--- src/common/spi_pkg.sv ---
/*
  Shared constants of the serial peripheral port: register offsets, field
  positions, reset values, operating modes and clock divider counts.
  Assumes a 100 MHz system clock and an 8-bit register port with 2 address bits.
*/
package spi_pkg;
  // Register offsets
  localparam logic [1:0] ADDR_CTRL0 = 2'h0;
  localparam logic [1:0] ADDR_CTRL2 = 2'h1;
  localparam logic [1:0] ADDR_DATA = 2'h2;
  // port_control_reg0 fields
  localparam int C0_MODE_LSB = 5;
  localparam int C0_ENABLE = 1;
  localparam logic [2:0] MODE_RESET = 3'h7;
  // port_control_reg2 fields
  localparam int C2_EDGE = 5;
  localparam int C2_POLARITY = 4;
  localparam int C2_ORDER = 3;
  localparam int C2_SEL_EN = 2;
  localparam int C2_COLLISION = 1;
  localparam int C2_DONE = 0;
  // operating_mode_field codes
  localparam logic [2:0] MODE_SYS_DIV4 = 3'h0;
  localparam logic [2:0] MODE_SYS_DIV16 = 3'h1;
  localparam logic [2:0] MODE_SYS_DIV64 = 3'h2;
  localparam logic [2:0] MODE_SUB = 3'h3;
  localparam logic [2:0] MODE_TIMER = 3'h4;
  localparam logic [2:0] MODE_SLAVE = 3'h5;
  // Word framing
  localparam int WORD_BITS = 8;
  localparam logic [3:0] LAST_HALF_EDGE = 4'hF;
  localparam logic [3:0] LAST_SLAVE_BIT = 4'h7;
  // Half-period lengths in system clocks; the divider reloads at length minus one
  localparam int HALF_DIV4 = 2;
  localparam int HALF_DIV16 = 8;
  localparam int HALF_DIV64 = 32;
  localparam logic [4:0] LAST_DIV4 = 5'(HALF_DIV4 - 1);
  localparam logic [4:0] LAST_DIV16 = 5'(HALF_DIV16 - 1);
  localparam logic [4:0] LAST_DIV64 = 5'(HALF_DIV64 - 1);
  // Synchroniser lanes and their levels after reset
  localparam int LANE_SCK = 0;
  localparam int LANE_SDI = 1;
  localparam int LANE_SEL = 2;
  localparam logic [2:0] PIN_RESET = 3'h4;
endpackage

--- src/common/spi_tick_if.sv ---
/*
  Carries the master clock request from the port engine to the half-period
  divider and the half-period pulse back.
  Assumes both ends run on the system clock.
*/
interface spi_tick_if;
  logic [2:0] mode;
  logic run;
  logic sub_tick;
  logic timer_tick;
  logic half_tick;
  modport gen (input mode, input run, input sub_tick, input timer_tick, output half_tick);
  modport engine (output mode, output run, output sub_tick, output timer_tick, input half_tick);
endinterface

--- src/rtl/spi_half_tick.sv ---
/*
  Half-period pulse generator for master operation: divides the system clock
  or passes on the sub-clock or timer ticks.
  Assumes the tick inputs are one-cycle pulses on the system clock.
*/
module spi_half_tick (
  // Clock and reset
  input wire logic i_clk_sys,
  input wire logic i_reset_n,
  // Request and pulse
  spi_tick_if.gen bus
);
  typedef struct packed {
    logic [4:0] cnt;
    logic tick;
  } div_state_s;

  div_state_s st_r;
  div_state_s st_nxt;
  logic [4:0] last_c;

  always_comb begin
    st_nxt = st_r;
    st_nxt.tick = 1'b0;
    case (bus.mode)
      spi_pkg::MODE_SYS_DIV4: last_c = spi_pkg::LAST_DIV4;
      spi_pkg::MODE_SYS_DIV16: last_c = spi_pkg::LAST_DIV16;
      default: last_c = spi_pkg::LAST_DIV64;
    endcase
    // Restarting from zero keeps each divided-mode word's first half period full length
    if (!bus.run) begin
      st_nxt.cnt = 5'h00;
    end else if (bus.mode == spi_pkg::MODE_SUB) begin
      st_nxt.tick = bus.sub_tick;
    end else if (bus.mode == spi_pkg::MODE_TIMER) begin
      st_nxt.tick = bus.timer_tick;
    end else if (st_r.cnt == last_c) begin
      st_nxt.cnt = 5'h00;
      st_nxt.tick = 1'b1;
    end else begin
      st_nxt.cnt = st_r.cnt + 5'h01;
    end
  end

  always_ff @(posedge i_clk_sys) begin
    if (!i_reset_n) begin
      st_r <= '0;
    end else begin
      st_r <= st_nxt;
    end
  end

  assign bus.half_tick = st_r.tick;
endmodule

--- src/rtl/spi_master_slave_port.sv ---
/*
  Serial peripheral port that works as bus master or slave, exchanging 8-bit
  words through one shared data register and a shift buffer.
  Assumes a 100 MHz system clock, a synchronous register port, and pins that
  a pad multiplexer hands to this block while o_port_active is high.
*/
// Summary of operation
// - Data write while busy: collision, write dropped
// - Collision flag stays set until software clears
// - Word end sets done flag until cleared
// - Word end also pulses the interrupt request
// - Master data write starts full-duplex exchange
// - Master makes the clock, only after loading
// - Slave shifts only on external master clocks
// - Received bits reach data register when complete
// - Select enabled: select line gates the slave, master drives it
// - Select disabled: select line floats, ignored
// - Port disabled: all four pins released
// - Slave output timed by polarity and edge
// - Both ends use same bit order
// - Keeps running while its clock source runs
// - Four lines: clock, in, out, select
// - Mode codes 000-100 master, 101 slave
// - Eight-bit data register and word
module spi_master_slave_port (
  // Clock and reset
  input wire logic i_clk_sys,
  input wire logic i_reset_n,
  // Register port
  input wire logic [1:0] i_reg_addr,
  input wire logic [7:0] i_reg_wdata,
  input wire logic i_reg_wr,
  input wire logic i_reg_rd,
  output logic [7:0] o_reg_rdata,
  // Master clock sources
  input wire logic i_sub_half_tick,
  input wire logic i_timer_tick,
  // Interrupt request
  output logic o_xfer_irq,
  // Serial clock pin
  input wire logic i_sck,
  output logic o_sck,
  output logic o_sck_oe,
  // Serial data pins
  input wire logic i_serial_in_line,
  output logic o_serial_out_line,
  output logic o_serial_out_oe,
  // Select pin
  input wire logic i_slave_select_n,
  output logic o_slave_select_n,
  output logic o_slave_select_oe,
  // Pin ownership towards the pad multiplexer
  output logic o_port_active
);
  typedef struct packed {
    logic [2:0] mode;
    logic en;
    logic edge_sel;
    logic pol;
    logic order;
    logic sel_en;
    logic collision;
    logic done;
    logic [7:0] data;
    logic [7:0] shift;
    logic busy;
    logic [3:0] edges;
    logic sck;
    logic serial_out_line;
    logic sck_prev;
    logic irq;
    logic [7:0] rdata;
  } port_state_s;

  localparam port_state_s RESET_S = '{mode: spi_pkg::MODE_RESET, default: '0};

  port_state_s st_r;
  port_state_s st_nxt;
  logic [2:0] pin_level;
  logic sck_f;
  logic sdi_f;
  logic sel_f;
  logic master_c;
  logic slave_c;
  logic selected_c;
  logic sck_moved_c;
  logic lead_c;
  logic trail_c;
  logic slave_cap_c;
  logic slave_launch_c;
  logic wr_data_c;
  logic done_c;

  spi_tick_if tick_bus ();

  function automatic logic is_master(input logic [2:0] mode);
    return mode <= spi_pkg::MODE_TIMER;
  endfunction

  function automatic logic out_bit(input logic [7:0] word, input logic msb_first);
    return msb_first ? word[spi_pkg::WORD_BITS - 1] : word[0];
  endfunction

  function automatic logic [7:0] shift_in(input logic [7:0] word, input logic msb_first,
                                          input logic din);
    return msb_first ? {word[6:0], din} : {din, word[7:1]};
  endfunction

  // Every pin input goes through the filter; this limits the usable bit rate
  spi_pin_sync u_sync (
    .i_clk_sys (i_clk_sys),
    .i_reset_n (i_reset_n),
    .i_pins ({i_slave_select_n, i_serial_in_line, i_sck}),
    .o_level (pin_level)
  );

  spi_half_tick u_div (
    .i_clk_sys (i_clk_sys),
    .i_reset_n (i_reset_n),
    .bus (tick_bus)
  );

  assign tick_bus.mode = st_r.mode;
  assign tick_bus.run = st_r.busy && st_r.en && master_c;
  // Sub-clock and timer ticks keep the port alive while the core idles
  assign tick_bus.sub_tick = i_sub_half_tick;
  assign tick_bus.timer_tick = i_timer_tick;

  assign sck_f = pin_level[spi_pkg::LANE_SCK];
  assign sdi_f = pin_level[spi_pkg::LANE_SDI];
  assign sel_f = pin_level[spi_pkg::LANE_SEL];
  assign master_c = is_master(st_r.mode);
  assign slave_c = st_r.mode == spi_pkg::MODE_SLAVE;
  assign selected_c = !st_r.sel_en || !sel_f;
  assign sck_moved_c = sck_f != st_r.sck_prev;
  assign lead_c = sck_moved_c && (sck_f != st_r.pol);
  assign trail_c = sck_moved_c && (sck_f == st_r.pol);
  assign slave_cap_c = st_r.edge_sel ? lead_c : trail_c;
  assign slave_launch_c = st_r.edge_sel ? trail_c : lead_c;
  assign wr_data_c = i_reg_wr && (i_reg_addr == spi_pkg::ADDR_DATA);

  always_comb begin
    st_nxt = st_r;
    st_nxt.irq = 1'b0;
    st_nxt.rdata = 8'h00;
    st_nxt.sck_prev = sck_f;
    done_c = 1'b0;

    if (i_reg_wr && i_reg_addr == spi_pkg::ADDR_CTRL0) begin
      st_nxt.mode = i_reg_wdata[spi_pkg::C0_MODE_LSB +: 3];
      st_nxt.en = i_reg_wdata[spi_pkg::C0_ENABLE];
    end
    if (i_reg_wr && i_reg_addr == spi_pkg::ADDR_CTRL2) begin
      st_nxt.edge_sel = i_reg_wdata[spi_pkg::C2_EDGE];
      st_nxt.pol = i_reg_wdata[spi_pkg::C2_POLARITY];
      st_nxt.order = i_reg_wdata[spi_pkg::C2_ORDER];
      st_nxt.sel_en = i_reg_wdata[spi_pkg::C2_SEL_EN];
      // Writing one leaves a flag alone; only hardware sets them
      st_nxt.collision = st_r.collision && i_reg_wdata[spi_pkg::C2_COLLISION];
      st_nxt.done = st_r.done && i_reg_wdata[spi_pkg::C2_DONE];
    end

    if (st_r.en && master_c) begin
      if (!st_r.busy) begin
        st_nxt.sck = st_r.pol;
        st_nxt.edges = 4'h0;
      end else if (tick_bus.half_tick) begin
        st_nxt.sck = !st_r.sck;
        st_nxt.edges = st_r.edges + 4'h1;
        // Even half edges lead; edge_sel picks which kind samples
        if (st_r.edges[0] != st_r.edge_sel) begin
          st_nxt.shift = shift_in(st_r.shift, st_r.order, sdi_f);
        end else begin
          st_nxt.serial_out_line = out_bit(st_r.shift, st_r.order);
        end
        if (st_r.edges == spi_pkg::LAST_HALF_EDGE) begin
          st_nxt.busy = 1'b0;
          st_nxt.edges = 4'h0;
          done_c = 1'b1;
          st_nxt.data = st_nxt.shift;
        end
      end
    end else if (st_r.en && slave_c) begin
      if (!selected_c) begin
        st_nxt.edges = 4'h0;
        st_nxt.busy = 1'b0;
      end else if (slave_cap_c) begin
        st_nxt.shift = shift_in(st_r.shift, st_r.order, sdi_f);
        st_nxt.edges = st_r.edges + 4'h1;
        st_nxt.busy = 1'b1;
        if (st_r.edges == spi_pkg::LAST_SLAVE_BIT) begin
          st_nxt.edges = 4'h0;
          st_nxt.busy = 1'b0;
          done_c = 1'b1;
          st_nxt.data = st_nxt.shift;
        end
      end else if (slave_launch_c) begin
        st_nxt.serial_out_line = out_bit(st_r.shift, st_r.order);
      end
      // Leading-edge capture needs the first bit before the first edge
      if (!st_nxt.busy && st_r.edge_sel) begin
        st_nxt.serial_out_line = out_bit(st_nxt.shift, st_r.order);
      end
    end else begin
      st_nxt.busy = 1'b0;
      st_nxt.edges = 4'h0;
      st_nxt.sck = st_r.pol;
    end

    if (done_c) begin
      st_nxt.done = 1'b1;
      st_nxt.irq = 1'b1;
    end

    if (wr_data_c) begin
      // A word that starts or ends in this cycle also counts as busy
      if (st_r.busy || st_nxt.busy) begin
        st_nxt.collision = 1'b1;
      end else begin
        st_nxt.data = i_reg_wdata;
        st_nxt.shift = i_reg_wdata;
        st_nxt.serial_out_line = out_bit(i_reg_wdata, st_r.order);
        if (st_r.en && master_c) begin
          st_nxt.busy = 1'b1;
          st_nxt.edges = 4'h0;
        end
      end
    end

    if (i_reg_rd) begin
      case (i_reg_addr)
        spi_pkg::ADDR_CTRL0: begin
          st_nxt.rdata[spi_pkg::C0_MODE_LSB +: 3] = st_r.mode;
          st_nxt.rdata[spi_pkg::C0_ENABLE] = st_r.en;
        end
        spi_pkg::ADDR_CTRL2: begin
          st_nxt.rdata[spi_pkg::C2_EDGE] = st_r.edge_sel;
          st_nxt.rdata[spi_pkg::C2_POLARITY] = st_r.pol;
          st_nxt.rdata[spi_pkg::C2_ORDER] = st_r.order;
          st_nxt.rdata[spi_pkg::C2_SEL_EN] = st_r.sel_en;
          st_nxt.rdata[spi_pkg::C2_COLLISION] = st_r.collision;
          st_nxt.rdata[spi_pkg::C2_DONE] = st_r.done;
        end
        spi_pkg::ADDR_DATA: st_nxt.rdata = st_r.data;
        default: st_nxt.rdata = 8'h00;
      endcase
    end
  end

  always_ff @(posedge i_clk_sys) begin
    if (!i_reset_n) begin
      st_r <= RESET_S;
    end else begin
      st_r <= st_nxt;
    end
  end

  assign o_reg_rdata = st_r.rdata;
  assign o_xfer_irq = st_r.irq;
  assign o_sck = st_r.sck;
  assign o_serial_out_line = st_r.serial_out_line;
  assign o_slave_select_n = !st_r.busy;
  // Modes 110 and 111 are not this port, so they release the pins as well
  assign o_port_active = st_r.en && (master_c || slave_c);
  assign o_sck_oe = st_r.en && master_c;
  assign o_serial_out_oe = st_r.en && (master_c || (slave_c && selected_c));
  assign o_slave_select_oe = st_r.en && master_c && st_r.sel_en;
endmodule

--- src/rtl/spi_pin_sync.sv ---
/*
  Three-stage synchroniser with agreement filter for the clock, data-in and
  select pins.
  Assumes the pins are asynchronous to the system clock.
*/
module spi_pin_sync (
  // Clock and reset
  input wire logic i_clk_sys,
  input wire logic i_reset_n,
  // Pins and filtered levels
  input wire logic [2:0] i_pins,
  output logic [2:0] o_level
);
  typedef struct packed {
    logic [2:0] s1;
    logic [2:0] s2;
    logic [2:0] s3;
    logic [2:0] filt;
  } sync_state_s;

  localparam sync_state_s RESET_S = '{spi_pkg::PIN_RESET, spi_pkg::PIN_RESET,
                                      spi_pkg::PIN_RESET, spi_pkg::PIN_RESET};

  sync_state_s st_r;
  sync_state_s st_nxt;
  logic [2:0] agree_c;

  // The first stage feeds only the second
  always_comb begin
    st_nxt = st_r;
    st_nxt.s1 = i_pins;
    st_nxt.s2 = st_r.s1;
    st_nxt.s3 = st_r.s2;
    agree_c = ~(st_r.s2 ^ st_r.s3);
    st_nxt.filt = (st_r.s2 & agree_c) | (st_r.filt & ~agree_c);
  end

  always_ff @(posedge i_clk_sys) begin
    if (!i_reset_n) begin
      st_r <= RESET_S;
    end else begin
      st_r <= st_nxt;
    end
  end

  assign o_level = st_r.filt;
endmodule

--- config.mk ---
export PLATFORM = sky130hd
export DESIGN_NAME = spi_master_slave_port
export DESIGN_NICKNAME = d
export VERILOG_FILES = /design/src/common/spi_pkg.sv /design/src/common/spi_tick_if.sv /design/src/rtl/spi_half_tick.sv /design/src/rtl/spi_master_slave_port.sv /design/src/rtl/spi_pin_sync.sv
export SDC_FILE = /design/constraint.sdc
export NUM_CORES = 1
export LEC_CHECK = 0
export BUFFER_PORTS_ARGS = -buffer_cell sky130_fd_sc_hd__buf_4
export CORE_MARGIN = 2
export CORE_UTILIZATION = 50
export DETAILED_ROUTE_END_ITERATION = 8
export PLACE_DENSITY = 0.7
export SETUP_SLACK_MARGIN = 0.3
export SYNTH_ARGS = -nofsm -noshare
export SYNTH_HDL_FRONTEND = slang
export SYNTH_HIERARCHICAL = 1
export SYNTH_SLANG_ARGS = --single-unit
export TNS_END_PERCENT = 20
--- constraint.sdc ---
create_clock -name i_clk_sys -period 4.1 [get_ports i_clk_sys]
set_input_delay 0 -clock i_clk_sys [delete_from_list [all_inputs] [get_ports i_clk_sys]]
set_output_delay 0 -clock i_clk_sys [all_outputs]
set_load 0.03 [all_outputs]
==> results of run 1 <==
==> area by class of cell <==
| class | count | area (um2) |
|---|---|---|
| clock buffer | 11 | 151 |
| inverter | 8 | 30.0 |
| clock inverter | 4 | 47.5 |
| timing repair buffer | 50 | 413 |
| fill | 557 | 2540 |
| multi-input combinational | 280 | 1820 |
| tap | 77 | 96.3 |
| sequential | 61 | 1220 |
==> stage by stage <==
stage	worst slack, ns	instances	instance area, um2	power [uW]	hold WS [ns]
global placement	1.77	461	3430	730	0.178
floorplan	2.09	379	3240	695	0.0964
finish	1.54	491	3770	1270	0.0195
global route	1.31	491	3770	1330	0.0300
CTS	1.62	491	3770	1280	0.0271
detailed placement	1.68	461	3430	732	0.185
==> logic make-up (layout without fill, tap and decap cells) <==
family	count (synthesis)	count (layout)	share of synthesized area
compound gates	96	96	0.202
xor+xnor	6	6	0.0185
fa+ha+maj	6	6	0.0232
buf+inv	38	73	0.0629
flops	61	61	0.377
mux	20	20	0.0652
simple gates	152	152	0.251
==> cell usage in the layout, fill, tap and decap left out, types with 3 or more instances in the layout <==
cell type and count:
clkbuf_8 11, nor3_1 9, a31oi_1 9, nand3b_1 3, xnor2_1 3, and2_1 15, a21oi_1 15, buf_4 35
o21a_1 3, a22oi_1 6, nand3_1 27, dlygate4sd3_1 15, o211ai_1 3, nor3b_1 4, o21ai_0 19, nand4_1 3
a21boi_0 9, a311oi_1 3, nand2b_1 3, ha_1 6, mux2i_1 16, or2b_1 3, or2_2 4, o31ai_1 7
nor2_1 28, inv_1 8, nand2_1 33, dfxtp_1 61, nand4b_1 3
==> final timing paths <==
| path | startpoint | endpoint | slack (ns) | depth (start not counted) |
|---|---|---|---|---|
| max | tick_bus.mode[1] | u_div/bus.half_tick | 1.54 | 6 |
| min | i_reg_addr[1] | o_reg_rdata[1] | 0.02 | 3 |
| max reg2reg | tick_bus.mode[1] | u_div/bus.half_tick | 1.54 | 6 |
| min reg2reg | u_sync/st_nxt[8] | u_sync/st_nxt[5] | 0.40 | 1 |
==> worst max-delay path: cells and delay by family, from the launching register on <==
family / cells / cell delay [ns]
buffers and inverters: 2 / 0.84
flip-flops: 1 / 0.44
AO/OA/AOI/OAI: 2 / 0.72
AND/OR/NAND/NOR: 2 / 0.50
==> synth_stat cells, drive strengths merged (5+ instances only) <==
| cell type | number |
|---|---|
| clkbuf | 14 |
| nor2 | 28 |
| a21oi | 15 |
| nand3 | 28 |
| or2 | 6 |
| dfxtp | 61 |
| o21ai | 21 |
| a22oi | 6 |
| a21boi | 9 |
| buf | 16 |
| ha | 6 |
| mux2i | 17 |
| and2 | 15 |
| inv | 8 |
| a31oi | 10 |
| nor3b | 5 |
| nand2 | 33 |
| o31ai | 7 |
| nor3 | 9 |
==> repair_timing <==
item / 4_1_cts / 5_1_grt
endpoints found under the hold margin: 28 / 0
hold buffers: 15 / 0
resized for setup: 0 / 0
==> flip-flops by register name, summed over array words and instances, names as in the netlist, named ones only <==
| name | cells |
|---|---|
| o_reg_rdata | 8 |
| o_sck | 1 |
| o_serial_out_line | 1 |
| o_xfer_irq | 1 |
| st_r | 29 |
| tick_bus.mode | 3 |
| u_div/bus.half_tick | 1 |
| u_div/st_r | 5 |
| u_sync/st_nxt | 6 |
| u_sync/st_r | 3 |
==> metal layers <==
layer	part of all wire	track usage
met1	0.47	0.315
met4	0.010	0.0823
met3	0.058	0.0610
met5	0	0
met2	0.46	0.344
==> power by group through the flow <==
stage	sequential [uW]	clock, uW	combinational [uW]
4_1_cts	626	554	104
3_3_place_gp	638	0	91.9
5_1_grt	628	583	115
2_1_floorplan	633	0	62.0
6_report	626	542	105
3_5_place_dp	639	0	92.7
==> impl_metrics.ini, run 1 <==
[power]
pwr-share-comb = 0.082
pwr_density_cell_nw_per_um2 = 337
seqPwrFrac = 0.492
power.switching_uw = 307
internal-power_uw = 965
swShare = 0.241
clock_power_share = 0.426
p_leak_uw = 0.00141
irDropWorstVdd_v = 0.000210

[drt]
drc = 0
wire_per_inst_um = 16.2
drt-total-wl_mm = 7.95
viasPerCell = 5.91
via_count = 2904
drtAntennaViolNets = 0
drtPass1Iterations = 5
dr.first_iter.drc_count = 162

[logic_synthesis]
synth_edf_count = 0
ys_types = 67
synth_seq_area_share = 0.377
ys_top_cells_by_area = dfxtp_1 38%, mux2i_1 4.9%, nand3_1 4.2%, nand2_1 3.8%, buf_4 3.2%
syn_area_per_cell_um2 = 8.55
synthFlopType = dfxtp_1
ys_ff_latch = 61
syn_nets = 404
synth_top_cell_by_area = dfxtp_1
syn_inst = 379
synthArstFlopShare = 0
syn_area_um2 = 3240
yosysWarnings = 6
synth.top_cell.area_share = 0.377

[timing]
finalCriticalPeriod_ns = 2.56
tns_ns = 0
setup_viol_count_final = 0
max_freq_mhz = 391
slew_violations = 0
period_share = 0.624
rsz0062_at_grt = false
relSlewSlack = 0.378
final.setup_skew_ns = 0.00704
hold_viol_final = 0
worst_pin_slew_ns = 0.927

[worst_setup_path]
crit_path_cell_trace = o21ai_0 > nand3_2 > inv_1 > nand2_1 > a31oi_1 > dlygate4sd3_1
critPathRequiredTime_ns = 4.38
cpMaxStageDelayCell = dlygate4sd3_1
endpoint_kind = register
timing_worst_setup_path_type = reg2reg
worstPathMaxFanout = 14
start_kind = register
cp.arrival_ns = 2.84
worst_path_largest_cell_delay_ns = 0.58

[die]
die-area_um2 = 7140
core_area_um2 = 6310
num_io_pins = 35
dieHeight_um = 84.5
dieWidth_um = 84.5
initial_core_util = 0.513
rows = 29

[hold_path]
hp-class = in2reg

[cells_and_area]
drive_gt1_frac = 0.164
syn2layout_area_growth_pct = 16.5
fin_nets = 435
final_core_util = 0.598
n_antenna_cell = 0

[grt]
gr-total-overflow = 0
grt_pass1_vias = 2667
grt_max_degree = 55
grt_first_pass_wirelength_mm = 13.0
gr-usage-all-layers = 0.228
antenna_found_initial = 0

[placement]
gp_congestion = 0.898
port_buffers = 34
dp_hpwl_mm = 5.39

[run]
cap_violations = 0

[outcome]
outcome = finished clean

[cts]
cts-htree-levels = 3
cts_made_buffers = 9
post_cts_buffers = 0
clock_latency_ns = 0.34
cts_tree = done
clk_pin_slew_ns = 0.07
clockBufferDepth = 2
cts_sinks = 61
root_buffer = clkbuf_8
(Power assumes the default switching activity.)
==> inputs of run 2 (changes only) <==
clock period = 2.5 ns   (was 4.1 ns; I/O delays follow)
==> impl_metrics.ini, run 2 (synthesis results as in run 1) <==
[outcome]
outcome = finished clean

[grt]
antenna_found_initial = 0
grt_pass1_vias = 2691
gr-usage-all-layers = 0.229
gr-total-overflow = 0
grt_max_degree = 55
grt_first_pass_wirelength_mm = 13.2

[cts]
cts_tree = done
clk_pin_slew_ns = 0.07
clockBufferDepth = 2
root_buffer = clkbuf_8
cts_sinks = 61
cts-htree-levels = 3
cts_made_buffers = 9
post_cts_buffers = 0
clock_latency_ns = 0.35

[worst_setup_path]
start_kind = register
endpoint_kind = register
timing_worst_setup_path_type = reg2reg
cp.arrival_ns = 2.40
critPathRequiredTime_ns = 2.73
crit_family = compound AO/OA/AOI/OAI gates
worst_path_largest_cell_delay_ns = 0.59
worstPathMaxFanout = 14
crit_path_cell_trace = and4b_1 > nand2_1 > buf_4 > o311a_1 > a2111oi_0 > nor2_1
path_buf_inv = 1
cpMaxStageDelayCell = dfxtp_1

[cells_and_area]
layout_common_cells = 61 x dfxtp_1, 44 x buf_4, 33 x nand2_1
final_common_cell = dfxtp_1
largest_reg_flops = 29
drive_gt1_frac = 0.184
nFillCells = 564
multiInputGateArea_um2 = 1820
syn2layout_area_growth_pct = 19.0
fin_nets = 445
regArea_um2 = 1220
n_antenna_cell = 0
regMostFlops = st_r

[power]
clock_power_share = 0.426
internal-power_uw = 1590
p_leak_uw = 0.00146
pwr-share-comb = 0.085
power.switching_uw = 511
p_total_uw = 2100
seqPwrFrac = 0.489
irDropWorstVdd_v = 0.000329
swShare = 0.244
pwr_density_cell_nw_per_um2 = 544

[die]
dieHeight_um = 84.5
die-area_um2 = 7140
rows = 29
core_area_um2 = 6310
initial_core_util = 0.513
num_io_pins = 35
dieWidth_um = 84.5

[timing]
finalCriticalPeriod_ns = 2.17
tns_ns = 0
relSlewSlack = 0.596
rsz0062_at_grt = true
slew_violations = 0
period_share = 0.867
final.setup_skew_ns = 0.00490
setup_viol_count_final = 0
max_freq_mhz = 461
worst_pin_slew_ns = 0.605
hold_viol_final = 0

[placement]
dp_hpwl_mm = 5.47
port_buffers = 34
gp_congestion = 0.907

[hold_path]
hp-class = in2reg

[drt]
dr.first_iter.drc_count = 252
drc = 0
viasPerCell = 5.89
wire_per_inst_um = 15.9
drt-total-wl_mm = 7.97
via_count = 2952
drtAntennaViolNets = 0
drtPass1Iterations = 5

[run]
cap_violations = 0
==> run 2: path summary, 6_finish.rpt <==
path                                  startpoint  cells after the start  slack (ns)                to
worst min-delay path               i_reg_addr[1]                      3        0.02    o_reg_rdata[5]
worst max-delay path            tick_bus.mode[2]                      6        0.33          st_r[32]
worst min register to register  u_sync/st_nxt[8]                      1        0.42  u_sync/st_nxt[5]
worst max register to register  tick_bus.mode[2]                      6        0.33          st_r[32]
==> run 2: final cells by class <==
class / instances / share of cell area
well taps: 77 / 0.0250
clock inverters: 4 / 0.0123
flip-flops and latches: 61 / 0.317
repair buffers: 60 / 0.127
clock buffers: 11 / 0.0393
inverters: 8 / 0.00779
multi-input cells: 280 / 0.472
==> run 2: worst min-delay path, stage by stage <==
cell    delay [ns]
buf_4         0.09
ha_1          0.17
nor3_1        0.06
==> run 2: timing repair <==
item	CTS	global route
gates cloned	0	0
hold buffers	16	0
setup endpoints to repair	1	6
hold endpoints to repair	30	0
pin swaps	0	0
resized for setup	1	1
==> run 2: per-layer routing <==
metal  track usage  vias to the layer above  wire (um)
met1         0.324                     1359       3750
met3        0.0413                       17        551
met5             0                        -          0
met2         0.342                      111       3520
li1              -                     1465          -
met4        0.0996                        0        149
==> run 2: power groups by stage <==
stage	clock network, uW	logic [uW]	registers, uW
6_report	894	179	1030
5_1_grt	944	196	1030
4_1_cts	911	177	1020
3_5_place_dp	0	157	1050
3_3_place_gp	0	156	1050
2_1_floorplan	0	102	1040
==> run 2: per-stage QoR <==
step | utilization | hold WS [ns] | cell area (um2) | setup WS, ns | std cells
6_report | 0.611 | 0.0204 | 3860 | 0.332 | 501
5_1_grt | 0.611 | 0.0637 | 3860 | 0.253 | 501
3_3_place_gp | 0.553 | 0.188 | 3490 | 0.405 | 470
4_1_cts | 0.610 | 0.00986 | 3850 | 0.415 | 501
3_5_place_dp | 0.553 | 0.185 | 3490 | 0.310 | 470
2_1_floorplan | - | 0.0964 | 3240 | 0.487 | 379
==> inputs of run 3 (changes only) <==
MAX_ROUTING_LAYER = met4   (was unset)
SYNTH_HIERARCHICAL = unset   (was 1)
==> impl_metrics.ini, run 3 <==
[cells_and_area]
drive_gt1_frac = 0.184
fin_nets = 438
largest_reg_flops = 29
layout_common_cells = 59 x dfxtp_1, 44 x nand2_1, 44 x buf_4
n_antenna_cell = 0
design_area_um2 = 3790
regMostFlops = st_r
syn2layout_area_growth_pct = 20.8
final_common_cell = dfxtp_1

[hold_path]
hp-class = in2reg

[timing]
hold_viol_final = 0
finalCriticalPeriod_ns = 2.06
tns_ns = 0
relSlewSlack = 0.592
period_share = 0.824
rsz0062_at_grt = true
setup_viol_count_final = 0
slew_violations = 0
worst_pin_slew_ns = 0.608
max_freq_mhz = 485
final.setup_skew_ns = 0.00615
setup_ws_ns = 0.440

[cts]
clk_pin_slew_ns = 0.07
root_buffer = clkbuf_8
clock_latency_ns = 0.34
cts-htree-levels = 3
cts_sinks = 61
cts_made_buffers = 9
post_cts_buffers = 0
cts_tree = done
clockBufferDepth = 2

[die]
dieWidth_um = 83.2
dieHeight_um = 83.2
num_io_pins = 35
initial_core_util = 0.524
die-area_um2 = 6930
core_area_um2 = 5990
rows = 28

[drt]
wire_per_inst_um = 16.2
drc = 0
drtPass1Iterations = 6
via_count = 2933
viasPerCell = 5.95
drtAntennaViolNets = 0
drt-total-wl_mm = 7.98
dr.first_iter.drc_count = 237

[outcome]
outcome = finished clean

[placement]
dp_hpwl_mm = 5.48
gp_congestion = 0.874
port_buffers = 34
dp_slack_ns = 0.415
dpl-instance-area_um2 = 3410

[grt]
gr-usage-all-layers = 0.240
antenna_found_initial = 0
grt_first_pass_wirelength_mm = 13.2
grt_pass1_vias = 2734
grt_max_degree = 41
gr-total-overflow = 0

[logic_synthesis]
synth_edf_count = 0
synth.top_cell.area_share = 0.389
yosysWarnings = 0
synth_seq_area_share = 0.389
ys_top_cells_by_count = 61 x dfxtp_1, 44 x nand2_1, 25 x nor2_1, 25 x o21ai_0, 21 x a21oi_1
syn_nets = 396
yosysMostFrequentCell = dfxtp_1
synthArstFlopShare = 0
syn_inst = 371
ys_types = 61
ys_ff_latch = 61
synth_top_cell_by_area = dfxtp_1
synthFlopType = dfxtp_1
syn_area_um2 = 3140
ys_top_cells_by_area = dfxtp_1 39%, nand2_1 5.3%, mux2i_1 5.1%, o21ai_0 4.0%, a21oi_1 3.3%
syn_area_per_cell_um2 = 8.46

[run]
cap_violations = 0

[power]
p_leak_uw = 0.00144
pwr_density_cell_nw_per_um2 = 550
irDropWorstVdd_v = 0.000439

[worst_setup_path]
endpoint_kind = register
cp.arrival_ns = 2.35
start_kind = register
critPathRequiredTime_ns = 2.79
worstPathMaxFanout = 11
timing_worst_setup_path_type = reg2reg
[run 3: stage by stage]
stage | utilization | hold WS (ns) | total power [uW] | cells
6_report | 0.633 | 0.00316 | 2090 | 493
3_5_place_dp | 0.569 | 0.190 | 1210 | 461
5_1_grt | 0.633 | 0.00879 | 2170 | 493
2_1_floorplan | - | 0.101 | 1140 | 371
4_1_cts | 0.629 | 0.000580 | 2100 | 493
3_3_place_gp | 0.569 | 0.186 | 1200 | 461
[run 3: kinds of logic after synthesis]
group / count (synthesis) / share of synthesized area
and+or+nand+nor: 134 / 0.212
AOI/OAI and AO/OA: 103 / 0.218
DFF: 61 / 0.389
buffers and inverters: 38 / 0.0606
muxes: 23 / 0.0769
xor gates and xnor gates: 6 / 0.0191
adders and majority gates: 6 / 0.0239
[run 3: worst paths after layout]
check	to	slack, ns	startpoint	cells after the start
max	u_div.bus.half_tick	0.44	tick_bus.mode[1]	6
min	st_r[37]	0.003	i_reg_wr	3
max reg2reg	u_div.bus.half_tick	0.44	tick_bus.mode[1]	6
min reg2reg	u_sync.st_nxt[5]	0.41	u_sync.st_nxt[8]	1
[run 3: report_power, final]
group	leakage, uW	switching (uW)	internal [uW]
combinational	0.000845	98.6	86.3
clock	0.0000943	398	483
sequential	0.000497	26.2	997
total	0.00144	522	1570
[run 3: timing repair]
item,4_1_cts,5_1_grt
gates resized for setup,0,5
endpoints found under the hold margin,27,0
endpoints found under the setup margin,0,11
hold buffers,16,0
[run 3: cell type report]
cell class / instances / area [um2]
clock inverter: 6 / 62.6
fill: 523 / 2200
clock buffer: 10 / 138
inverter: 9 / 33.8
tap: 75 / 93.8
multi-input combinational: 272 / 1750
sequential: 61 / 1220
timing repair buffer: 60 / 490
[run 3: critical path: stages (launching register included)]
cell           delay (ns)
dfxtp_1              0.41
o21ai_1              0.41
nand2_1              0.19
nor2_1               0.17
nand2_1              0.10
a31oi_1              0.17
dlygate4sd3_1        0.56
[run 3: routing by layer]
layer	up-vias	part of all wire	GRT usage
li1	1430	-	-
met1	1380	0.46	0.314
met2	109	0.46	0.369
met3	14	0.062	0.0567
met4	0	0.015	0.0745
met5	-	0	-
